--- src/pkg/hdc_pkg.sv ---
// Shared constants for the haptic drive configuration block and its host end
package hdc_pkg;
    // Register offsets on the device link
    localparam logic [7:0] ADDR_MODE       = 8'h01;
    localparam logic [7:0] ADDR_FUSE_FIRST = 8'h16;
    localparam logic [7:0] ADDR_FUSE_LAST  = 8'h1A;
    localparam logic [7:0] ADDR_DRIVE_CFG  = 8'h1D;
    localparam logic [7:0] ADDR_TIMING     = 8'h1E;
    localparam logic [7:0] ADDR_OPEN_PER   = 8'h20;
    localparam int         FUSE_BYTES      = 5;
    // Field positions
    localparam int DCFG_AMP_RATE  = 2;
    localparam int DCFG_SRC_SEL   = 1;
    localparam int DCFG_OPEN      = 0;
    localparam int TFC_ZC_LSB     = 6;
    localparam int TFC_CAL_LSB    = 4;
    localparam int TFC_FUSE_FLAG  = 2;
    localparam int TFC_LAUNCH     = 0;
    localparam logic [2:0] MODE_INPUT_PIN = 3'h3;
    // Reset values
    localparam logic [7:0] MODE_RESET     = 8'h40;
    localparam logic [7:0] DCFG_RESET     = 8'hA0;
    localparam logic [1:0] ZC_RESET       = 2'h0;
    localparam logic [1:0] CAL_RESET      = 2'h2;
    localparam logic [6:0] OPEN_PER_RESET = 7'h00;
    // Timing
    localparam int CLK_MHZ        = 10;
    localparam int CLK_PERIOD_CNS = 10;    // 100 ns in hundredths of a us
    localparam int OPEN_UNIT_CNS  = 9846;  // 98.46 us
    localparam int PWM_DIVIDE     = 128;
    localparam int DUTY_WINDOW    = 255;
    localparam int FUSE_WR_CYCLES = 16;
    localparam int ZC_US  [4] = '{100, 200, 300, 390};
    localparam int CAL_MIN_MS [4] = '{150, 250, 500, 1000};
    localparam int CAL_MAX_MS [4] = '{350, 450, 700, 1200};
    // Host APB map
    localparam logic [7:0] APB_ADDR   = 8'h00;
    localparam logic [7:0] APB_WDATA  = 8'h04;
    localparam logic [7:0] APB_CTRL   = 8'h08;
    localparam logic [7:0] APB_STATUS = 8'h0C;
    localparam logic [7:0] APB_RES    = 8'h10;
    localparam logic [7:0] APB_DUTY   = 8'h14;
    localparam logic [7:0] APB_ANALOG = 8'h18;
endpackage

--- src/pkg/hdc_link_if.sv ---
// Link between host end and haptic configuration device end
`timescale 1ns/1ps
interface hdc_link_if;
    logic       req;
    logic       we;
    logic [7:0] addr;
    logic [7:0] wdata;
    logic [7:0] rdata;
    logic       ack;
    logic       trig_pin;
    logic [7:0] analog_level;

    modport dev  (input req, we, addr, wdata, trig_pin, analog_level, output rdata, ack);
    modport host (output req, we, addr, wdata, trig_pin, analog_level, input rdata, ack);
endinterface

--- src/rtl/hdc_device.sv ---
// Haptic drive configuration registers and drive logic, device end
// Summary of operation
// - Mode 3: select bit picks PWM or analog
// - PWM input: amplitude from measured duty
// - Analog input: amplitude follows input level
// - Open drive fixed frequency, else auto-resonance
// - PWM open drive: commutation is PWM/128
// - Source PWM is 128 times resonant frequency
// - Other modes: frequency from open_drive_period
// - No open drive with analog input
// - Zero-cross window codes 100/200/300/390 us
// - Calibration window codes, reset code 2
// - Pick calibration long enough to settle
// - Fuse flag reads programmed state, resets 0
// - Launch copies 0x16..0x1A into fuse memory
// - Fuse memory programmed only once
// - Amplitude updates once or twice per cycle
// - Open period is field times 98.46 us
`timescale 1ns/1ps
module hdc_device #(
    parameter int CYCLES_PER_MS = 10000
) (
    // Clock and reset
    input  wire logic        clk,
    input  wire logic        sys_rst,
    // Link to host
    hdc_link_if.dev          link,
    // Engine side
    input  wire logic        res_phase,
    output logic [7:0]       amplitude_r,
    output logic             amp_update_r,
    output logic             drive_phase_r,
    output logic             resonance_track_en_r,
    output logic [12:0]      zc_min_cycles_r,
    output logic [23:0]      cal_min_cycles_r,
    output logic [23:0]      cal_max_cycles_r,
    output logic             fuse_programmed_r,
    output logic [39:0]      fuse_image_r
);
    import hdc_pkg::*;

    typedef enum logic [1:0] {
        HDC_IDLE = 2'b00,
        HDC_COPY = 2'b01,
        HDC_DONE = 2'b10
    } hdc_fuse_t;

    logic [7:0]  mode_r;
    logic [7:0]  dcfg_r;
    logic [1:0]  zc_r;
    logic [1:0]  cal_r;
    logic [6:0]  open_per_r;
    logic [7:0]  cfg_r [FUSE_BYTES];
    logic [7:0]  fuse_mem_r [FUSE_BYTES];
    hdc_fuse_t   fuse_st_r;
    logic [2:0]  fuse_idx_r;
    logic [4:0]  fuse_wait_r;
    logic        wr_en;
    logic        launch_req;
    logic        pin_mode;
    logic        analog_sel;
    logic        open_eff;
    logic        pin_prev_r;
    logic [7:0]  win_cnt_r;
    logic [7:0]  high_cnt_r;
    logic [7:0]  duty_r;
    logic [5:0]  edge_cnt_r;
    logic [13:0] acc_r;
    logic [6:0]  unit_cnt_r;
    logic        phase_prev_r;
    logic        phase_sel;

    // Decode of link writes
    assign wr_en      = link.req && link.we && !link.ack;
    assign launch_req = wr_en && link.addr == ADDR_TIMING && link.wdata[TFC_LAUNCH];
    assign pin_mode   = mode_r[2:0] == MODE_INPUT_PIN;
    assign analog_sel = dcfg_r[DCFG_SRC_SEL];
    assign open_eff   = dcfg_r[DCFG_OPEN] && !analog_sel;

    // Link answer: one ack cycle per request
    always_ff @(posedge clk) begin
        if (sys_rst) begin
            link.ack   <= 1'b0;
            link.rdata <= 8'h00;
        end else begin
            link.ack   <= link.req && !link.ack;
            link.rdata <= 8'h00;
            if (link.addr == ADDR_MODE) begin
                link.rdata <= mode_r;
            end else if (link.addr >= ADDR_FUSE_FIRST && link.addr <= ADDR_FUSE_LAST) begin
                link.rdata <= cfg_r[3'(link.addr - ADDR_FUSE_FIRST)];
            end else if (link.addr == ADDR_DRIVE_CFG) begin
                link.rdata <= dcfg_r;
            end else if (link.addr == ADDR_TIMING) begin
                link.rdata <= {zc_r, cal_r, 1'b0, fuse_programmed_r, 1'b0,
                               fuse_st_r == HDC_COPY};
            end else if (link.addr == ADDR_OPEN_PER) begin
                link.rdata <= {1'b0, open_per_r};
            end
        end
    end

    // Register writes
    always_ff @(posedge clk) begin
        if (sys_rst) begin
            mode_r     <= MODE_RESET;
            dcfg_r     <= DCFG_RESET;
            zc_r       <= ZC_RESET;
            cal_r      <= CAL_RESET;
            open_per_r <= OPEN_PER_RESET;
            for (int i = 0; i < FUSE_BYTES; i++) begin
                cfg_r[i] <= 8'h00;
            end
        end else if (wr_en) begin
            if (link.addr == ADDR_MODE) begin
                mode_r <= link.wdata;
            end
            if (link.addr >= ADDR_FUSE_FIRST && link.addr <= ADDR_FUSE_LAST) begin
                cfg_r[3'(link.addr - ADDR_FUSE_FIRST)] <= link.wdata;
            end
            if (link.addr == ADDR_DRIVE_CFG) begin
                dcfg_r <= link.wdata;
            end
            if (link.addr == ADDR_TIMING) begin
                zc_r  <= link.wdata[TFC_ZC_LSB +: 2];
                cal_r <= link.wdata[TFC_CAL_LSB +: 2];
            end
            if (link.addr == ADDR_OPEN_PER) begin
                open_per_r <= link.wdata[6:0];
            end
        end
    end

    // Fuse programming sequence, one byte per write slot
    always_ff @(posedge clk) begin
        if (sys_rst) begin
            fuse_st_r         <= HDC_IDLE;
            fuse_idx_r        <= 3'h0;
            fuse_wait_r       <= 5'h00;
            fuse_programmed_r <= 1'b0;
            for (int i = 0; i < FUSE_BYTES; i++) begin
                fuse_mem_r[i] <= 8'h00;
            end
        end else begin
            case (fuse_st_r)
                HDC_IDLE: begin
                    if (launch_req) begin
                        fuse_st_r   <= HDC_COPY;
                        fuse_idx_r  <= 3'h0;
                        fuse_wait_r <= 5'h00;
                    end
                end
                HDC_COPY: begin
                    if (fuse_wait_r == 5'(FUSE_WR_CYCLES - 1)) begin
                        fuse_mem_r[fuse_idx_r] <= cfg_r[fuse_idx_r];
                        fuse_wait_r            <= 5'h00;
                        if (fuse_idx_r == 3'(FUSE_BYTES - 1)) begin
                            fuse_st_r         <= HDC_DONE;
                            fuse_programmed_r <= 1'b1;
                        end else begin
                            fuse_idx_r <= fuse_idx_r + 3'h1;
                        end
                    end else begin
                        fuse_wait_r <= fuse_wait_r + 5'h01;
                    end
                end
                HDC_DONE: begin
                    fuse_st_r <= HDC_DONE;
                end
                default: begin
                    fuse_st_r <= HDC_IDLE;
                end
            endcase
        end
    end

    // Fuse contents shown to the engine
    always_ff @(posedge clk) begin
        if (sys_rst) begin
            fuse_image_r <= 40'h00_0000_0000;
        end else begin
            for (int i = 0; i < FUSE_BYTES; i++) begin
                fuse_image_r[8*i +: 8] <= fuse_mem_r[i];
            end
        end
    end

    // Duty measurement over a fixed sample window
    always_ff @(posedge clk) begin
        if (sys_rst) begin
            win_cnt_r  <= 8'h00;
            high_cnt_r <= 8'h00;
            duty_r     <= 8'h00;
        end else if (win_cnt_r == 8'(DUTY_WINDOW - 1)) begin
            duty_r     <= high_cnt_r + {7'h00, link.trig_pin};
            win_cnt_r  <= 8'h00;
            high_cnt_r <= 8'h00;
        end else begin
            win_cnt_r  <= win_cnt_r + 8'h01;
            high_cnt_r <= high_cnt_r + {7'h00, link.trig_pin};
        end
    end

    // Open drive phase: PWM edges or internal period timer
    always_ff @(posedge clk) begin
        if (sys_rst) begin
            pin_prev_r    <= 1'b0;
            edge_cnt_r    <= 6'h00;
            acc_r         <= 14'h0000;
            unit_cnt_r    <= 7'h00;
            drive_phase_r <= 1'b0;
        end else begin
            pin_prev_r <= link.trig_pin;
            if (!open_eff) begin
                edge_cnt_r <= 6'h00;
                acc_r      <= 14'h0000;
                unit_cnt_r <= 7'h00;
            end else if (pin_mode) begin
                if (link.trig_pin && !pin_prev_r) begin
                    edge_cnt_r <= edge_cnt_r + 6'h01;
                    if (edge_cnt_r == 6'(PWM_DIVIDE / 2 - 1)) begin
                        drive_phase_r <= !drive_phase_r;
                    end
                end
            end else if (open_per_r != 7'h00) begin
                // Two steps per clock: units count half periods
                if (acc_r + 14'(2 * CLK_PERIOD_CNS) >= 14'(OPEN_UNIT_CNS)) begin
                    acc_r <= acc_r + 14'(2 * CLK_PERIOD_CNS) - 14'(OPEN_UNIT_CNS);
                    if (unit_cnt_r + 7'h01 >= open_per_r) begin
                        unit_cnt_r    <= 7'h00;
                        drive_phase_r <= !drive_phase_r;
                    end else begin
                        unit_cnt_r <= unit_cnt_r + 7'h01;
                    end
                end else begin
                    acc_r <= acc_r + 14'(2 * CLK_PERIOD_CNS);
                end
            end
        end
    end

    // Amplitude update on drive cycle edges
    assign phase_sel = open_eff ? drive_phase_r : res_phase;
    always_ff @(posedge clk) begin
        if (sys_rst) begin
            phase_prev_r <= 1'b0;
            amp_update_r <= 1'b0;
            amplitude_r  <= 8'h00;
        end else begin
            phase_prev_r <= phase_sel;
            amp_update_r <= 1'b0;
            if ((phase_sel && !phase_prev_r) ||
                (dcfg_r[DCFG_AMP_RATE] && !phase_sel && phase_prev_r)) begin
                amp_update_r <= 1'b1;
                if (!pin_mode) begin
                    amplitude_r <= 8'h00;
                end else if (analog_sel) begin
                    amplitude_r <= link.analog_level;
                end else begin
                    amplitude_r <= duty_r;
                end
            end
        end
    end

    // Timing field decode
    always_ff @(posedge clk) begin
        if (sys_rst) begin
            resonance_track_en_r <= 1'b1;
            zc_min_cycles_r      <= 13'h0000;
            cal_min_cycles_r     <= 24'h00_0000;
            cal_max_cycles_r     <= 24'h00_0000;
        end else begin
            resonance_track_en_r <= !open_eff;
            zc_min_cycles_r      <= 13'(ZC_US[zc_r] * CLK_MHZ);
            cal_min_cycles_r     <= 24'(CAL_MIN_MS[cal_r] * CYCLES_PER_MS);
            cal_max_cycles_r     <= 24'(CAL_MAX_MS[cal_r] * CYCLES_PER_MS);
        end
    end
endmodule

--- src/flat_wrapper.sv ---
// flat-port wrapper written by rule: the top's interface ports become plain ports
module hdc_device_flat import hdc_pkg::*;
#(
    parameter int CYCLES_PER_MS = 10000
)
  (clk, sys_rst, res_phase, amplitude_r, amp_update_r, drive_phase_r, resonance_track_en_r, zc_min_cycles_r, cal_min_cycles_r, cal_max_cycles_r, fuse_programmed_r, fuse_image_r, link_req, link_we, link_addr, link_wdata, link_trig_pin, link_analog_level, link_rdata, link_ack);
  hdc_link_if link_i ();
  input  wire logic clk;
  input  wire logic sys_rst;
  input  wire logic res_phase;
  output logic [7:0] amplitude_r;
  output logic amp_update_r;
  output logic drive_phase_r;
  output logic resonance_track_en_r;
  output logic [12:0] zc_min_cycles_r;
  output logic [23:0] cal_min_cycles_r;
  output logic [23:0] cal_max_cycles_r;
  output logic fuse_programmed_r;
  output logic [39:0] fuse_image_r;
  input wire logic [$bits(link_i.req)-1:0] link_req;
  input wire logic [$bits(link_i.we)-1:0] link_we;
  input wire logic [$bits(link_i.addr)-1:0] link_addr;
  input wire logic [$bits(link_i.wdata)-1:0] link_wdata;
  input wire logic [$bits(link_i.trig_pin)-1:0] link_trig_pin;
  input wire logic [$bits(link_i.analog_level)-1:0] link_analog_level;
  output wire logic [$bits(link_i.rdata)-1:0] link_rdata;
  output wire logic [$bits(link_i.ack)-1:0] link_ack;
  assign link_i.req = link_req;
  assign link_i.we = link_we;
  assign link_i.addr = link_addr;
  assign link_i.wdata = link_wdata;
  assign link_i.trig_pin = link_trig_pin;
  assign link_i.analog_level = link_analog_level;
  assign link_rdata = link_i.rdata;
  assign link_ack = link_i.ack;
  hdc_device #(.CYCLES_PER_MS(CYCLES_PER_MS)) u_core (.clk(clk), .sys_rst(sys_rst), .link(link_i), .res_phase(res_phase), .amplitude_r(amplitude_r), .amp_update_r(amp_update_r), .drive_phase_r(drive_phase_r), .resonance_track_en_r(resonance_track_en_r), .zc_min_cycles_r(zc_min_cycles_r), .cal_min_cycles_r(cal_min_cycles_r), .cal_max_cycles_r(cal_max_cycles_r), .fuse_programmed_r(fuse_programmed_r), .fuse_image_r(fuse_image_r));
endmodule
--- config.mk ---
export PLATFORM = sky130hd
export DESIGN_NAME = hdc_device_flat
export DESIGN_NICKNAME = d
export VERILOG_FILES = /design/src/pkg/hdc_pkg.sv /design/src/pkg/hdc_link_if.sv /design/src/rtl/hdc_device.sv /design/src/flat_wrapper.sv
export SDC_FILE = /design/constraint.sdc
export NUM_CORES = 1
export LEC_CHECK = 0
export BUFFER_PORTS_ARGS = -buffer_cell sky130_fd_sc_hd__buf_2
export CORE_MARGIN = 10
export CORE_UTILIZATION = 50
export DETAILED_ROUTE_END_ITERATION = 10
export GPL_TIMING_DRIVEN = 0
export PLACE_DENSITY = 0.78
export REMOVE_ABC_BUFFERS = 1
export SYNTH_ARGS = -nofsm -noshare
export SYNTH_HDL_FRONTEND = slang
export SYNTH_SLANG_ARGS = --single-unit
--- constraint.sdc ---
create_clock -name clk -period 3.4 [get_ports clk]
set_input_delay 0.68 -clock clk [delete_from_list [all_inputs] [get_ports clk]]
set_output_delay 0.68 -clock clk [all_outputs]
set_load 0.02 [all_outputs]
**Yosys cells after proc, flatten, opt, wreduce, memory -nomap -nowiden**

Memories as Yosys holds them, arrays and structs flattened. A register that Yosys moved wholly into a read port is not among the register bits.
Index checks and enable logic that the tools add are counted.

- Add/subtract/negate cells: 9
- $mul: 3
- Div/mod/pow operators: 0
- $lt $le $gt $ge: 6
- Equal/unequal tests: 17
- Shift-type cells: 0
- Muxes and demuxes: 55
- Bitwise operators: 4
- Reductions and logical operators: 41

Operators by type and width:

| operator | count |
|---|---|
| 32-bit binary-select mux with 2-bit select | 3 |
| 32-bit two-way mux | 6 |
| 32-bit by 11-bit multiplier with 20-bit output (second input constant) | 2 |
| 8-bit two-way mux | 8 |
| 32-bit by 4-bit multiplier with 12-bit output (second input constant) | 1 |
| 3-bit two-way mux | 7 |
| 1-bit two-way mux | 20 |
| 8-bit by 5-bit == test with 1-bit output (second input constant) | 2 |
| 8-bit OR reduction | 2 |
| 14-bit by 5-bit adder with 14-bit output (second input constant) | 1 |
| 14-bit greater-or-equal comparator (second input constant) | 1 |
| 14-bit two-way mux | 1 |
| 7-bit two-way mux | 2 |
| 2-bit AND reduction | 7 |
| 14-bit subtractor (second input constant) | 1 |
| 1-bit logical AND | 11 |
| 5-bit two-way mux | 2 |
| 2-bit != test (second input constant) | 5 |
| 5-bit case mux with 2 select lines | 1 |
| 3-bit AND reduction | 3 |
| 8-bit by 1-bit adder with 8-bit output | 1 |
| 8-bit by 1-bit adder with 8-bit output (second input constant) | 1 |
| 8-bit by 1-bit == test with 1-bit output (second input constant) | 1 |
| 8-bit by 6-bit == test with 1-bit output (second input constant) | 1 |
| 30 further kinds | 45 |

- Bits in registers: 172
- Bits in latches: 0
- Bits in writable memories: 80
- Bits in read-only memories: 0
- Input port bits: 30
- Output and inout port bits: 122
- Logic and storage cells: 166
- Memories kept: 2

Memory list:

| memory | words | bits a word | read ports | clocked after Yosys merged registers in | wr ports | RTL line | text |
|---|---|---|---|---|---|---|---|
| u_core.cfg_r | 5 | 8 | 2 | 1 | 5 | hdc_device.sv:53 | `logic [7:0] cfg_r [FUSE_BYTES];` |
| u_core.fuse_mem_r | 5 | 8 | 5 | 5 | 5 | hdc_device.sv:54 | `logic [7:0] fuse_mem_r [FUSE_BYTES];` |

**Longest topological paths before layout**

Gate-level depths: netlist of run 1.

- Depth in word-level cells: 8
- Mapped depth: 12
- Mapped depth without buffers: 10

**Worst setup path after synthesis of run 1**

Ideal clock, no wire load.

- Path kind: input to register
- Start: in link_addr[1]
- End: mem u_core.cfg_r[1][0], enable pin
- Library setup time: 0.384 ns
- Arrival: 2.517 ns
- Setup slack: 0.499 ns
- Cell stages on the path: 8
- Path through: buf_2 inv_1 o22ai_1 mux2i_1 nor2b_1 clkbuf_1 nand4_1 o21ai_0

RTL lines:

| item | RTL line | text |
|---|---|---|
| start: declaration | flat_wrapper.sv:22 | `input wire logic [$bits(link_i.addr)-1:0] link_addr;` |
| end: declaration | hdc_device.sv:53 |  |

==> results of run 1 <==
## metrics by stage
step	setup TNS [ps]	util, %	hold slack [ps]
after floorplan	0	-	429
after global placement	-149080	53.4	431
after detailed placement	-91000	53.6	436
after CTS	0	57.9	377
after global routing	-163	58.0	420
final	0	58.0	408
## worst max-delay path, stage by stage
cell and delay [ps]:
buf_2 410, ha_1 430, inv_1 160, o22ai_1 130, mux2i_1 130, nor2b_4 290, nand4_1 330, o21ai_1 840
## flip-flops by register name, summed over array words and instances, names as in the netlist, 8 cells and up, named ones only
register                 flops
u_core.dcfg_r                8
u_core.cfg_r                64
u_core.amplitude_r           8
u_core.mode_r                8
u_core.duty_r                8
u_core.acc_r                13
u_core.high_cnt_r            8
u_core.link.rdata            8
u_core.fuse_mem_r           40
u_core.win_cnt_r             8
u_core.cal_max_cycles_r     14
fuse_image_r                40
u_core.zc_min_cycles_r      11
## cells in the final DEF (no fill, tap or decap), types with 13 or more instances in the layout
master     synthesis  layout
mux2i_1           52      52
buf_2              5     137
dfxtp_1          185     185
edfxtp_1         104     104
and2_1            19      19
nand2_1           63      63
a21oi_1           21      20
conb_1             1      13
clkbuf_16          0      33
mux4_2            32      32
xnor2_1           18      18
xor2_1            17      17
inv_1             33      33
nor3_1            14      13
nor2b_1           54      53
and3_1            28      28
ha_1              44      44
nand3_1           29      28
o21ai_0           22      20
nor2_1           159     158
## where the power goes
group	total (W)	internal (W)	switching [W]	leakage (nW)
logic	0.000373	0.000126	0.000247	2.59
registers	0.00370	0.00366	0.0000331	2.52
clock network	0.00342	0.00211	0.00131	0.524
total	0.00749	0.00590	0.00159	5.64
## repair_timing
item	CTS	global route
gates resized for setup	7	4
pin swaps	0	1
cloned	0	1
endpoints found under the setup margin	85	62
## layer usage
| metal | vias up | GRT usage, % |
|---|---|---|
| met3 | 52 | 4.24 |
| met4 | 0 | 5.00 |
| met1 | 4157 | 21.2 |
| met2 | 342 | 28.1 |
| li1 | 4201 | - |
| met5 | - | 0 |
## cell type report
cell class | count | share of cell area [%]
flip-flops and latches | 289 | 46.9
multi-input cells | 739 | 37.1
clock buffers | 42 | 6.31
repair buffers | 140 | 5.00
well taps | 330 | 2.83
clock inverters | 12 | 1.01
inverters | 34 | 0.876
diodes | 1 | 0.0172
## worst min path at each step
stage,startpoint,end,slack (ps),depth (start not counted)
after floorplan,u_core.fuse_mem_r[0][0],fuse_image_r[0],430,1
after global placement,u_core.amplitude_r[3],u_core.amplitude_r[3],430,2
after CTS,link_trig_pin,u_core.pin_prev_r,380,2
after detailed placement,u_core.fuse_mem_r[3][4],fuse_image_r[28],440,1
final,link_trig_pin,u_core.pin_prev_r,410,2
after global routing,link_wdata[0],u_core.cfg_r[7][0],420,1
## cells by family after synthesis
| group | count (synthesis) |
|---|---|
| multiplexers | 93 |
| buffers and inverters | 114 |
| AO/OA/AOI/OAI | 135 |
| XOR/XNOR | 35 |
| AND/OR/NAND/NOR | 418 |
| flip-flops | 289 |
| adder cells (fa/ha/maj) | 44 |
| other | 1 |
==> impl_metrics.ini, run 1 <==
[run_status]
status = complete, no violations

[cells_and_area]
nNetsFinal = 1307
final_cells = 1587
area_delta_synth_final_pct = 14.2
multi_input_area_sq_um = 5400
fillers = 2080
drive_gt1_share_pct = 21.7
final_area_sq_um = 14600
regArea_sq_um = 6830

[worst_setup_path]
worstSetupEndpoint = u_core.cfg_r[1][7]
r2r_end = u_core.acc_r[11]
end_kind = flip-flop
crit_required_ps = 3570
crit_start = link_addr[1]
critPathMaxFanout = 21
arrival_ps = 3430
rrSetupSlack_ps = 340
crit_type = in -> reg
worstReg2RegStart = u_core.acc_r[2]
worstSetupStartpointType = input port
ff2ff_path_depth = 9

[yosys]
synthArstFlopShare_pct = 0
synth_top_family_by_area = simple AND/OR/NAND/NOR gates
synth_largest_area_cell = dfxtp_1
ys.flop_type = dfxtp_1
ys_ff_latch = 289
synth_simple_gate_area_share_pct = 16.6
netlist_area_sq_um = 12800
synth.most_common_cell = dfxtp_1
synth_seq_area_share_pct = 53.5
yosys-top-cells-area = dfxtp_1 (29%), edfxtp_1 (24%), mux4_2 (5.7%)
synthAdderAreaFrac_pct = 4.32
synthMuxAreaShare_pct = 10.5
synth_top_cell_area_share_pct = 29.0
yosysUniqueCellTypes = 87
synth_compound_area_share_pct = 7.75
ys_warn_count = 0
netlist_instances = 1129
avgSynthCellArea_sq_um = 11.3
synth_edf_count = 104
yosys-top-cells-count = dfxtp_1 (185), nor2_1 (159), edfxtp_1 (104)
synth_xor_area_share_pct = 2.40

[floorplan]
dieArea_sq_um = 32300
core-area_sq_um = 25100
die_width_um = 180
start_util_pct = 50.8
die-height_um = 180
num_io_pins = 152
rows = 58

[global_routing]
first_global_vias = 8650
antenna_found_initial = 0
grt_max_degree = 72
grt_usage_pct = 16.9
overflow = 0
grt_pass1_wl_mm = 45.9

[clock_network]
path_clk_slew_ps = 60
clk_latency_ps = 550
cts_tree = done
clock-sinks = 289
htreeDepth = 1
cts_hold_buf = 0
post_cts_buffers = 0
numCtsBuffers = 29
clockBufferDepth = 3
root_buffer = clkbuf_16

[detailed_routing]
antenna_left = 0
dr.max_layer_used = met4
drt-pass1-iter-count = 5
drt-met1-wl_mm = 11.7
viasPerCell = 5.51
wl_per_cell_um = 17.8
drc = 0
drtIter0Drc = 733
drt-total-wl_mm = 28.3
vias = 8752
dr_wl_met2_mm = 13.4
met3WireLength_mm = 2.46

[power]
peakVddDrop_mv = 0.346
p_total_w = 0.00749
powerDensity_nw_per_um2 = 514
leakagePower_nw = 5.64

[place]
globalplace.congestion = 0.898
port_buffers = 138
dp_hpwl_mm = 19.6
dp.cells = 1531
dpl_cell_area_sq_um = 13500
pre_cts_ws_ps = -1300

[timing]
clock_skew_ps = 20.8
hold_viol = 0
setup_violations = 0
fmax_mhz = 307
worst_pin_slew_ps = 1160
drv_slew = 0
setup_ws_ps = 144
worst_slew_margin_rel_pct = 22.8
fin_crit_sh_pct = 95.8
fin_crit_ps = 3260

[hold_path]
hp-class = in -> reg

[run]
drv_cap = 0
Note: power is estimated with default switching activity, not from simulation.
==> run 2, diff against run 1 <==
--- a/config.mk
+++ b/config.mk
@@ -10,6 +10,7 @@
 export CORE_UTILIZATION = 50
 export DETAILED_ROUTE_END_ITERATION = 10
 export GPL_TIMING_DRIVEN = 0
+export MAX_ROUTING_LAYER = met4
 export PLACE_DENSITY = 0.78
 export REMOVE_ABC_BUFFERS = 1
 export SYNTH_ARGS = -nofsm -noshare
==> run 2 against run 1 <==
  * Core utilization barely moved
  * Clock power barely moved
  * Sequential share of layout area barely moved
==> impl_metrics.ini, run 2 (synthesis results as in run 1) <==
[worst_setup_path]
crit_required_ps = 3580
cpPeakStageDelay_ps = 620
cpMaxStageDelayCell = nor2_2
crit_chain = buf_2, ha_1, inv_1, o22ai_1, mux2i_1, nor2b_4, nand4_1, nor2_2
crit_type = in -> reg
end_kind = flip-flop
path_delay_family = simple AND/OR/NAND/NOR gates
rrSetupSlack_ps = 330
critPathMaxFanout = 21
crit_start = link_addr[1]
arrival_ps = 3280
crit_buf_inv = 2
worstSetupStartpointType = input port
worstReg2RegStart = u_core.acc_r[2]

[floorplan]
core-area_sq_um = 25100
dieArea_sq_um = 32300
num_io_pins = 152
rows = 58
die-height_um = 180
die_width_um = 180
start_util_pct = 50.8

[power]
leakagePower_nw = 5.64
powerDensity_nw_per_um2 = 515
peakVddDrop_mv = 0.347
p_total_w = 0.00750

[timing]
setup_ws_ps = 304
fin_crit_sh_pct = 91.1
worst_slew_margin_rel_pct = 21.7
clock_skew_ps = 23.0
worst_pin_slew_ps = 1170
rsz0062_at_grt = no
hold_viol = 0
fin_crit_ps = 3100
setup_violations = 0
fmax_mhz = 323
drv_slew = 0

[clock_network]
cts_hold_buf = 0
htreeDepth = 1
root_buffer = clkbuf_16
clockBufferDepth = 3
path_clk_slew_ps = 60
cts_tree = done
numCtsBuffers = 29
clk_latency_ps = 550
clock-sinks = 289

[global_routing]
overflow = 0
first_global_vias = 8626
antenna_found_initial = 0
grt_usage_pct = 17.4
grt_pass1_wl_mm = 45.9
grt_max_degree = 72

[place]
globalplace.congestion = 0.913
port_buffers = 138
pre_cts_ws_ps = -1300
dpl_cell_area_sq_um = 13500
dp_hpwl_mm = 19.6

[cells_and_area]
nNetsFinal = 1307
top_regs = u_core.cfg_r: 64 flops, fuse_image_r: 40 flops, u_core.fuse_mem_r: 40 flops
largest_register_ffs = 64
top_register = u_core.cfg_r
area_delta_synth_final_pct = 14.3
final_common_cell = dfxtp_1
drive_gt1_share_pct = 21.9
final_cell_mix = dfxtp_1 (185), nor2_1 (156), buf_2 (137)
final_area_sq_um = 14600

[hold_path]
worstHoldStart = link_trig_pin
hp-class = in -> reg

[run]
drv_cap = 0

[detailed_routing]
drt-total-wl_mm = 28.4
vias = 8765
met3WireLength_mm = 2.29
dr_wl_met2_mm = 13.5
viasPerCell = 5.52
wl_per_cell_um = 17.9
dr.max_layer_used = met4
drc = 0
drt-met1-wl_mm = 11.9
antenna_left = 0
drt-pass1-iter-count = 4
drtIter0Drc = 706

[run_status]
status = complete, no violations
## run 2: timing repair
item,CTS,global route
setup endpoints to repair,85,62
setup buffers,0,0
pin swaps,0,1
gates resized for setup,7,7
gates cloned,0,1
## run 2: through the flow
stage          TNS, ps  hold slack [ps]  cells  utilization [%]
6_report             0              408   1587             58.0
5_1_grt              0              420   1586             58.0
4_1_cts              0              377   1585             57.9
3_5_place_dp    -91000              436   1531             53.6
3_3_place_gp   -149080              431   1529             53.4
2_1_floorplan        0              429   1061                -
## run 2: worst reg2reg max path: cells and delay by family, from the launching register on
family / cells / cell delay [ps]
compound gates: 6 / 1360
flops: 1 / 490
simple gates: 1 / 500
fa+ha+maj: 1 / 420
xor+xnor: 1 / 220
## run 2: layer usage
| layer | global-route usage [%] | up-vias |
|---|---|---|
| li1 | - | 4199 |
| met1 | 21.3 | 4158 |
| met2 | 28.0 | 357 |
| met3 | 4.08 | 51 |
| met4 | 5.13 | 0 |
| met5 | - | - |
## run 2: worst paths after layout
kind,endpoint,depth (start not counted)
worst max-delay path,u_core.cfg_r[7][5],8
worst min register to register,fuse_image_r[34],1
worst min-delay path,u_core.pin_prev_r,2
worst max register to register,u_core.acc_r[11],9
## run 2: report_power, final
part	switching, W	internal, W	leakage [nW]	total [W]
clock network	0.00132	0.00211	0.524	0.00343
registers	0.0000333	0.00366	2.52	0.00370
logic	0.000248	0.000126	2.60	0.000374
total	0.00160	0.00590	5.64	0.00750
## run 2: cell type report
class	instances	area [sq um]
antenna	1	2.50
clock buffer	42	920
clock inverter	12	148
fill	2080	10500
inverter	34	128
multi-input combinational	739	5410
sequential	289	6830
tap	330	413
timing repair buffer	140	728
==> run 3, diff against run 2 <==
--- a/config.mk
+++ b/config.mk
@@ -8,11 +8,13 @@
 export BUFFER_PORTS_ARGS = -buffer_cell sky130_fd_sc_hd__buf_2
 export CORE_MARGIN = 10
 export CORE_UTILIZATION = 50
+export CTS_BUF_LIST = sky130_fd_sc_hd__clkbuf_8
 export DETAILED_ROUTE_END_ITERATION = 10
 export GPL_TIMING_DRIVEN = 0
 export MAX_ROUTING_LAYER = met4
 export PLACE_DENSITY = 0.78
 export REMOVE_ABC_BUFFERS = 1
+export SETUP_SLACK_MARGIN = 0.4
 export SYNTH_ARGS = -nofsm -noshare
 export SYNTH_HDL_FRONTEND = slang
 export SYNTH_SLANG_ARGS = --single-unit
==> run 3 against run 2 <==
  * Fmax up 7.1%
  * Via count increased by 0.30%
  * First-iteration DRC count down 8.5%
  * Sequential power barely moved
  * Largest cell class unchanged
==> impl_metrics.ini, run 3 (synthesis results as in run 1) <==
[run_status]
status = complete, no violations

[detailed_routing]
antenna_left = 0
drt-total-wl_mm = 28.1
vias = 8791
wl_per_cell_um = 17.4
drtIter0Drc = 646
drt-pass1-iter-count = 8
viasPerCell = 5.44
drc = 0

[worst_setup_path]
end_kind = flip-flop
cpPeakStageDelay_ps = 590
worst-path-stages = 8
crit_buf_inv = 2
crit_required_ps = 3600
path_delay_family = compound AO/OA/AOI/OAI gates
worstSetupStartpointType = input port
r2r_end = u_core.acc_r[11]
ff2ff_path_depth = 9
cpMaxStageDelayCell = o21ai_2
crit_chain = buf_4, ha_1, inv_1, o22ai_1, mux2i_1, nor2b_4, nand4_1, o21ai_2
worstReg2RegStart = u_core.acc_r[2]
worstSetupEndpoint = u_core.cfg_r[1][4]
critPathMaxFanout = 21
rrSetupSlack_ps = 580
crit_start = link_addr[1]
crit_type = in -> reg
arrival_ps = 3090

[timing]
setup_ws_ps = 508
clock_skew_ps = 34.3
drv_slew = 0
rsz0062_at_grt = yes
worst_slew_margin_rel_pct = 23.8
hold_viol = 0
fin_crit_ps = 2890
setup_violations = 0
worst_pin_slew_ps = 1140
fmax_mhz = 346
fin_crit_sh_pct = 85.0

[place]
port_buffers = 138
dp_hpwl_mm = 19.6
dpl_cell_area_sq_um = 13500
pre_cts_ws_ps = -1300
globalplace.congestion = 0.913

[global_routing]
grt_pass1_wl_mm = 45.7
first_global_vias = 8805
overflow = 0
antenna_found_initial = 0
grt_usage_pct = 17.4
grt_max_degree = 72

[power]
leakagePower_nw = 5.65
p_total_w = 0.00685
peakVddDrop_mv = 0.333
powerDensity_nw_per_um2 = 474

[run]
drv_cap = 0

[clock_network]
root_buffer = clkbuf_8
clock-sinks = 289
cts_hold_buf = 0
htreeDepth = 2
cts_tree = done
numCtsBuffers = 46
post_cts_buffers = 0
path_clk_slew_ps = 60
clockBufferDepth = 3
clk_latency_ps = 580

[floorplan]
dieArea_sq_um = 32300
core-area_sq_um = 25100
num_io_pins = 152
rows = 58
start_util_pct = 50.8
die_width_um = 180
die-height_um = 180

[cells_and_area]
top_regs = u_core.cfg_r: 64 flops, fuse_image_r: 40 flops, u_core.fuse_mem_r: 40 flops
largest_register_ffs = 64
final_common_cell = dfxtp_1
final_area_sq_um = 14500
nNetsFinal = 1324
multi_input_area_sq_um = 5470
final_cell_mix = dfxtp_1 (183), nor2_1 (156), buf_2 (135)
regArea_sq_um = 6830
drive_gt1_share_pct = 23.0
area_delta_synth_final_pct = 13.3
fillers = 2081
top_register = u_core.cfg_r

[hold_path]
hp-class = in -> reg
==> run 3: report_power, final <==
part,internal (W),switching (W)
clock,0.00147,0.00131
combinational,0.000127,0.000250
sequential,0.00367,0.0000326
==> run 3: worst min path at each step <==
| stage | end | slack [ps] | startpoint | cells past startpoint |
|---|---|---|---|---|
| floorplan | fuse_image_r[0] | 430 | u_core.fuse_mem_r[0][0] | 1 |
| CTS | u_core.pin_prev_r | 360 | link_trig_pin | 2 |
| detailed placement | fuse_image_r[28] | 440 | u_core.fuse_mem_r[3][4] | 1 |
| global placement | u_core.amplitude_r[3] | 430 | u_core.amplitude_r[3] | 2 |
| finish | u_core.amplitude_r[3] | 380 | link_analog_level[3] | 3 |
| global route | u_core.cfg_r[7][0] | 400 | link_wdata[0] | 1 |
==> run 3: worst register-to-register path, stage by stage, from the launching register on <==
cell and delay (ps):
dfxtp_2 380, ha_4 210, o211ai_2 380, xor2_1 140, a31oi_2 300, o221ai_2 180
a21o_4 310, o311ai_0 540, nand3_1 170, a21oi_2 140
==> run 3: layout make-up <==
class / instances / area share (%)
diodes: 1 / 0.0173
clock buffers: 55 / 5.24
clock inverters: 28 / 0.840
inverters: 34 / 0.883
multi-input cells: 739 / 37.8
flip-flops and latches: 289 / 47.3
well taps: 330 / 2.86
repair buffers: 140 / 5.07
==> run 3: timing repair <==
action	CTS	global route
gates resized for setup	19	9
hold endpoints to repair	0	0
gates cloned	1	0
endpoints found under the setup margin	112	71
pin swaps	1	0
==> run 3: metal layers <==
layer | GRT usage [%] | up-vias | wire (um)
met1 | 20.9 | 4166 | 11700
met5 | - | - | 0
li1 | - | 4237 | -
met2 | 27.7 | 329 | 13400
met4 | 5.72 | 0 | 660
met3 | 5.00 | 59 | 2330
==> run 3: per-stage QoR <==
stage	cells	utilization (%)	hold slack, ps	TNS [ps]
after floorplan	1061	-	429	0
after detailed placement	1531	53.6	436	-91000
after global placement	1529	53.4	431	-149080
final	1616	57.6	381	0
after global routing	1615	57.5	397	0
after CTS	1615	57.4	363	0
